File: src/design/irxcmh_pkg.sv
// shared constants and types for the upper isochronous channel mask block
package irxcmh_pkg;

  // data path widths
  localparam int IRXCMH_DATA_WIDTH = 32;
  localparam int IRXCMH_ADDR_WIDTH = 8;
  localparam int IRXCMH_LANE_COUNT = 4;
  localparam int IRXCMH_LANE_WIDTH = 8;

  // first channel number served by mask bit 0
  localparam int IRXCMH_CHAN_BASE = 32;

  // field positions of the two named channel bits
  localparam int IRXCMH_TOP_BIT = 31;
  localparam int IRXCMH_BOTTOM_BIT = 0;

  // byte offsets of the two aliases
  localparam logic [7:0] IRXCMH_SET_OFFSET = 8'h70;
  localparam logic [7:0] IRXCMH_CLR_OFFSET = 8'h74;

  // value loaded into the mask at reset
  localparam logic [31:0] IRXCMH_MASK_RESET = 32'h0000_0000;

  // value returned for an unmapped read
  localparam logic [31:0] IRXCMH_UNMAPPED_RDATA = 32'h0000_0000;

  // bus slave states
  typedef enum logic [0:0] {
    BUS_IDLE,
    BUS_ACK
  } irxcmh_bus_state_e;

endpackage

File: src/design/irxcmh_mask_if.sv
// carrier between the bus slave and the mask storage
`timescale 1ns/1ps
`default_nettype none
interface irxcmh_mask_if;
  import irxcmh_pkg::*;
  // bits to turn on, one per mask bit
  logic [IRXCMH_DATA_WIDTH-1:0] set_bits;
  // bits to turn off, one per mask bit
  logic [IRXCMH_DATA_WIDTH-1:0] clr_bits;
  // stored mask as held by the storage
  logic [IRXCMH_DATA_WIDTH-1:0] mask;

  // bus side drives the update requests
  modport ctrl (
    output set_bits,
    output clr_bits,
    input mask
  );

  // storage side owns the mask
  modport bank (
    input set_bits,
    input clr_bits,
    output mask
  );
endinterface
`default_nettype wire

File: src/design/irxcmh_mask_bank.sv
// mask storage with per-bit set and clear
`timescale 1ns/1ps
`default_nettype none
module irxcmh_mask_bank
  import irxcmh_pkg::*;
#(
  parameter logic [IRXCMH_DATA_WIDTH-1:0] MASK_RESET = IRXCMH_MASK_RESET
) (
  // clock and reset
  input wire logic clk_sys,
  input wire logic rst_b,
  // update requests and stored mask
  irxcmh_mask_if.bank mif
);

  // stored mask and its next value
  logic [IRXCMH_DATA_WIDTH-1:0] mask_reg;
  logic [IRXCMH_DATA_WIDTH-1:0] mask_next;

  // set wins over clear; the bus never asks both at once anyway
  always_comb begin
    mask_next = (mask_reg & ~mif.clr_bits) | mif.set_bits;
  end

  // mask flops; reset value comes from the MASK_RESET parameter, software must program all bits
  always_ff @(posedge clk_sys or negedge rst_b) begin
    if (!rst_b) begin
      mask_reg <= MASK_RESET;
    end else begin
      mask_reg <= mask_next;
    end
  end

  assign mif.mask = mask_reg;
endmodule // irxcmh_mask_bank
`default_nettype wire

File: src/design/irxcmh_top.sv
// upper isochronous channel mask: avalon slave and per-channel enables
`timescale 1ns/1ps
`default_nettype none
module irxcmh_top
  import irxcmh_pkg::*;
#(
  parameter logic [IRXCMH_DATA_WIDTH-1:0] MASK_RESET = IRXCMH_MASK_RESET
) (
  // clock and reset
  input wire logic clk_sys,
  input wire logic rst_b,
  // avalon-mm slave
  input wire logic [IRXCMH_ADDR_WIDTH-1:0] avs_address,
  input wire logic avs_read,
  input wire logic avs_write,
  input wire logic [IRXCMH_DATA_WIDTH-1:0] avs_writedata,
  input wire logic [IRXCMH_LANE_COUNT-1:0] avs_byteenable,
  output logic [IRXCMH_DATA_WIDTH-1:0] avs_readdata,
  output logic avs_waitrequest,
  // enables toward the isochronous receive logic
  output logic [IRXCMH_DATA_WIDTH-1:0] upper_chan_enable,
  output logic upper_chan_top_enable,
  output logic upper_chan_bottom_enable
);

  // carrier to the mask storage
  irxcmh_mask_if mif ();

  // bus state and its next value
  irxcmh_bus_state_e bus_state_reg;
  irxcmh_bus_state_e bus_state_next;

  // registered bus answers
  logic waitrequest_reg;
  logic waitrequest_next;
  logic [IRXCMH_DATA_WIDTH-1:0] readdata_reg;
  logic [IRXCMH_DATA_WIDTH-1:0] readdata_next;

  // decoded address hits
  logic hit_set;
  logic hit_clr;
  logic hit_any;

  // write data with unselected byte lanes forced to zero
  logic [IRXCMH_DATA_WIDTH-1:0] lane_bits;

  // write is committed only on the acknowledge cycle
  logic commit_write;

  // address decode, if chain in priority order
  // 71h, 72h and the like fall through: only whole-word offsets hit
  always_comb begin
    hit_set = 1'b0;
    hit_clr = 1'b0;
    if (avs_address == IRXCMH_SET_OFFSET) begin
      // set alias
      hit_set = 1'b1;
    end else if (avs_address == IRXCMH_CLR_OFFSET) begin
      // clear alias
      hit_clr = 1'b1;
    end
    hit_any = hit_set | hit_clr;
  end

  // one lane of write data per byte enable
  // byte lanes let software touch one group of eight channels at a time
  genvar lane;
  generate
    for (lane = 0; lane < IRXCMH_LANE_COUNT; lane = lane + 1) begin : g_lane
      // a lane left unselected writes zeros, which change nothing
      assign lane_bits[lane*IRXCMH_LANE_WIDTH +: IRXCMH_LANE_WIDTH] =
        avs_byteenable[lane] ? avs_writedata[lane*IRXCMH_LANE_WIDTH +: IRXCMH_LANE_WIDTH]
                             : '0;
    end
  endgenerate

  // commit at the edge where the master sees waitrequest low
  // landing on the request edge would move the mask before the master sees the answer
  assign commit_write = (bus_state_reg == BUS_ACK) && avs_write;

  // update requests to storage; unmapped writes fall away here
  assign mif.set_bits = (commit_write && hit_set) ? lane_bits : '0;
  assign mif.clr_bits = (commit_write && hit_clr) ? lane_bits : '0;

  // slave sequencing: idle with waitrequest high, one cycle of acknowledge
  // one wait state keeps readdata a flop output, at the cost of a cycle per access
  always_comb begin
    bus_state_next = bus_state_reg;
    waitrequest_next = 1'b1;
    readdata_next = readdata_reg;
    case (bus_state_reg)
      BUS_IDLE: begin
        // a request is answered on the following cycle
        if (avs_read || avs_write) begin
          bus_state_next = BUS_ACK;
          waitrequest_next = 1'b0;
          if (avs_read) begin
            // both aliases return the mask; reading leaves it alone
            readdata_next = hit_any ? mif.mask : IRXCMH_UNMAPPED_RDATA;
          end
        end
      end
      BUS_ACK: begin
        // master releases after this edge; drop back to idle
        bus_state_next = BUS_IDLE;
        waitrequest_next = 1'b1;
      end
      default: begin
        // unreachable with two states; recovers to idle all the same
        bus_state_next = BUS_IDLE;
      end
    endcase
  end

  // bus flops
  // readdata resets to the unmapped value, so a read never sees leftovers from reset
  always_ff @(posedge clk_sys or negedge rst_b) begin
    if (!rst_b) begin
      bus_state_reg <= BUS_IDLE;
      waitrequest_reg <= 1'b1;
      readdata_reg <= IRXCMH_UNMAPPED_RDATA;
    end else begin
      bus_state_reg <= bus_state_next;
      waitrequest_reg <= waitrequest_next;
      readdata_reg <= readdata_next;
    end
  end

  // mask storage; reset value is a parameter since the hardware leaves it open
  irxcmh_mask_bank #(
    .MASK_RESET(MASK_RESET)
  ) u_bank (
    .clk_sys(clk_sys),
    .rst_b(rst_b),
    .mif(mif)
  );

  // outputs straight from flops
  assign avs_readdata = readdata_reg;
  assign avs_waitrequest = waitrequest_reg;

  // bit n of the mask enables channel 32+n; receive logic drops others
  // no logic between the bank flops and these pins, so the enables never glitch
  assign upper_chan_enable = mif.mask;
  assign upper_chan_top_enable = mif.mask[IRXCMH_TOP_BIT];
  assign upper_chan_bottom_enable = mif.mask[IRXCMH_BOTTOM_BIT];
endmodule // irxcmh_top
`default_nettype wire

File: config.mk
export PLATFORM = sky130hd
export DESIGN_NAME = irxcmh_top
export DESIGN_NICKNAME = d
export VERILOG_FILES = /design/src/design/irxcmh_pkg.sv /design/src/design/irxcmh_mask_if.sv /design/src/design/irxcmh_mask_bank.sv /design/src/design/irxcmh_top.sv
export SDC_FILE = /design/constraint.sdc
export NUM_CORES = 1
export LEC_CHECK = 0
export BUFFER_PORTS_ARGS = -buffer_cell sky130_fd_sc_hd__clkbuf_2
export CORE_MARGIN = 10
export CORE_UTILIZATION = 44
export DETAILED_ROUTE_END_ITERATION = 7
export PLACE_DENSITY = 0.76
export SYNTH_ARGS = -nofsm -noshare
export SYNTH_HDL_FRONTEND = slang
export SYNTH_SLANG_ARGS = --single-unit
File: constraint.sdc
create_clock -name clk_sys -period 1.4 [get_ports clk_sys]
set_clock_uncertainty 0.15 [all_clocks]
set_input_delay 0.21 -clock clk_sys [delete_from_list [all_inputs] [get_ports clk_sys]]
set_output_delay 0.21 -clock clk_sys [all_outputs]
set_load 0.005 [all_outputs]
==> summary.md <==
| Metric | Value |
|---|---|
| Outcome | finished, violations left |
| Failing checks | setup timing |
| CP Class | input pin to flip-flop |
| Reg clk slew, reported paths | about 70 ps |
| TritonCTS clock tree | yes |
| Logic pwr share | 0.111 |
| Avg Cell Area, Syn | approximately 12 um2 |
| FF-to-FF Start | bus_state_reg |
| Detail Route met2 WL | roughly 4800 um |
| H-tree depth | 3 |
| Clock Path Buffers | 2 |
| Flop pwr share | 0.491 |
| Grt total ovfl | 0 |
| DR top layer | met4 |
| Endpoints failing hold | 0 |
| R2r endpoint | avs_readdata[4] |
| Total power divided by cell area | 978.6 nW/um2 |
| Avg WL per Cell | approximately 22 um |
| Mapped Area | around 2900 um2 |
| Max-slew violations | 0 |
| LEAKAGE | between 1.5 and 2 nW |
| Hold_ws | 14.76 ps |
| Sw Share | 0.2445 |
| Critical Path Fanout Max | 46 |
| Iter 0 DRT Violations | 140 |
| GRT Resource Usage Total | 0.1707 |
| Vias in the first global route | around 2700 |
| Diode count | 0 |
| Drt drc | 0 |
| Max-cap violations | 0 |
| Pin count of the biggest net entering global routing | 67 |
| Net Count, Synth | about 290 |
| Initial antenna violation count | 0 |
| Core box area | 6386 um2 |
| Rows | 29 |
| Post-detail-place hpwl | 6020 um |
| Full die area | ~10000 um2 |
| NetSw | 0.9715 mW |
| Hold_sp | avs_writedata[24] |
| Final min period | between 1000 and 1500 ps |
| Worst hold path cell count | 3 |
| Detailed-route via count | between 2000 and 3000 |
| Dpl cells | between 400 and 500 |
| Most used DFF post-synth | dfrtp_1 |
| Slew @ Worst Pin | about 560 ps |
| Most common cell in the netlist | dfrtp_1 |
| Util after Layout | 0.6358 |
| Pint | approximately 3 mW |
| Met3 wire length | 648 um |
| Chip height | between 100 and 150 um |
| Ys async rst share | 1.000 |
| Post-synth top cells | dfrtp_1, a22o_1, nand4_1, o31ai_1, o41ai_1 |
| Max Fclk | between 0.6 and 0.7 GHz |
| Post-synth top area share | 0.5608 |
| Layout cell share with drive strength beyond 1 | 0.4601 |
| CTS Sinks | 66 |
| Netlist cell types | 18 |
| Register bit total from synthesis | 66 |
| Reg2Reg Depth | 5 |
| Area Growth Syn to Fin | 39.99% |
| CP startpoint kind | input pin |
| CP endpoint kind | flip-flop |
| Number of synthesized flops with an enable pin | 0 |
| Die Width | around 100 um |
| Vias per cell | 6.180 |
| YS warnings | 0 |
| Routed Antenna Nets | 0 |
| Peak VDD IR | approximately 630 uV |
| Finished Layout Cells | between 400 and 500 |
| Worst hold path class | input pin to flip-flop |
| # IOs | 115 |
| Total negative slack | -1244 ps |
| Seq/Total Area, Yosys | 0.5699 |
| WL final | between 9000 and 10000 um |
| Top cells by area, synth | dfrtp_1, a22o_1, o41ai_1 |
| Clock Power Share | 0.398 |
| Worst path arrival time | about 1500 ps |
| Worst-Skew Late Latency | around 340 ps |
| Drt first pass iters | 5 |
| WL met1 | roughly 3800 um |
| First-pass GRT wire length | roughly 14000 um |
| CP required | about 1500 ps |
| CTS root buf | clkbuf_8 |
| Rel. slew slack | 0.6277 |
| CTS buffer count | 9 |
| FILL cells | roughly 520 |
| Largest area contributor in the netlist | dfrtp_1 |
| Final setup viols | 43 |
| Final worst path period share | 1.044 |
| Fin worst setup slack | -61.59 ps |
| Net count, final | between 400 and 500 |
| Worst Hold End | u_bank.mif.mask[24] |
| Reg2reg setup slack | -50 ps |
| Initial Util | 0.4542 |
| Syn Inst Count | 239 |
| RSZ-0062 raised after global routing | yes |
| RePlAce Congestion | about 0.77 |
| IO buf count | between 100 and 150 |
[final cells by class]
class | instances | area [um2] | area share
Tap cell | 77 | 96.34 | 0.02373
Clock inverter | 3 | 40.04 | 0.009861
Clock buffer | 11 | 151.4 | 0.03729
Multi-Input combinational cell | 134 | 1142 | 0.2814
Inverter | 1 | 3.754 | 0.0009245
Sequential cell | 66 | 1654 | 0.4074
Timing Repair Buffer | 148 | 972.2 | 0.2394
[power groups by stage]
stage / Sequential [mW] / Clock [mW] / Combinational, mW
2_1_floorplan: 1.98 / 0 / 0.173
3_3_place_gp: 1.98 / 0 / 0.359
3_5_place_dp: 1.98 / 0 / 0.366
4_1_cts: 1.94 / 1.61 / 0.403
5_1_grt: 1.95 / 1.70 / 0.476
6_report: 1.95 / 1.58 / 0.443
[worst max-delay path, stage by stage]
cell	delay, ps
clkbuf_2	80
or4b_4	580
buf_12	210
o31ai_1	290
o41ai_1	120
[cells by family after synthesis]
kind of cell           share of synthesized area
DFF                                       0.5699
buffers and inverters                    0.06859
AOI/OAI and AO/OA                         0.2761
and+or+nand+nor                          0.08542
[per-stage QoR]
step	power (mW)	worst slack, ps	cell area, um2
final	3.973	-61.59	4060
after global routing	4.123	-99.89	4060
after CTS	3.955	-22.25	3897
after detailed placement	2.347	-349.2	3538
after global placement	2.339	-286.9	3538
after floorplan	2.151	-186.0	2919
[per-layer routing]
metal	global-route usage	vias up
met5	0	-
met4	0.09003	0
met3	0.05650	20
met2	0.2778	119
met1	0.1953	1356
li1	-	1224
[worst max path at each step]
stage	startpoint	slack, ps	to
after floorplan	avs_address[7]	-190	u_bank.mif.mask[23]
final	avs_address[7]	-60	u_bank.mif.mask[21]
after global placement	avs_address[7]	-290	u_bank.mif.mask[29]
after CTS	bus_state_reg	-20	u_bank.mif.mask[19]
after detailed placement	avs_address[7]	-350	u_bank.mif.mask[11]
after global routing	bus_state_reg	-100	avs_readdata[20]
[timing repair]
action	CTS	global route
setup buffers	0	2
resized for setup	2	27
pin swaps	4	34
gates cloned	0	3
hold buffers	16	0
hold endpoints to repair	80	0
endpoints found under the setup margin	14	64
[placed cells by master, fill, tap and decap left out, drive strengths merged]
cell type | Yosys | routed
nor2 | 1 | 1
nand4 | 32 | 32
o31ai | 32 | 32
o41ai | 32 | 32
nand2b | 1 | 1
bufinv | 0 | 1
clkbuf | 22 | 125
nand3b | 1 | 1
dfstp | 1 | 1
nor3 | 1 | 1
or2 | 1 | 1
dlygate4sd3 | 0 | 16
or4b | 1 | 1
clkinv | 0 | 2
buf | 16 | 18
dfrtp | 65 | 65
inv | 1 | 1
a22o | 32 | 32
Power figures use the tool's default switching activity.
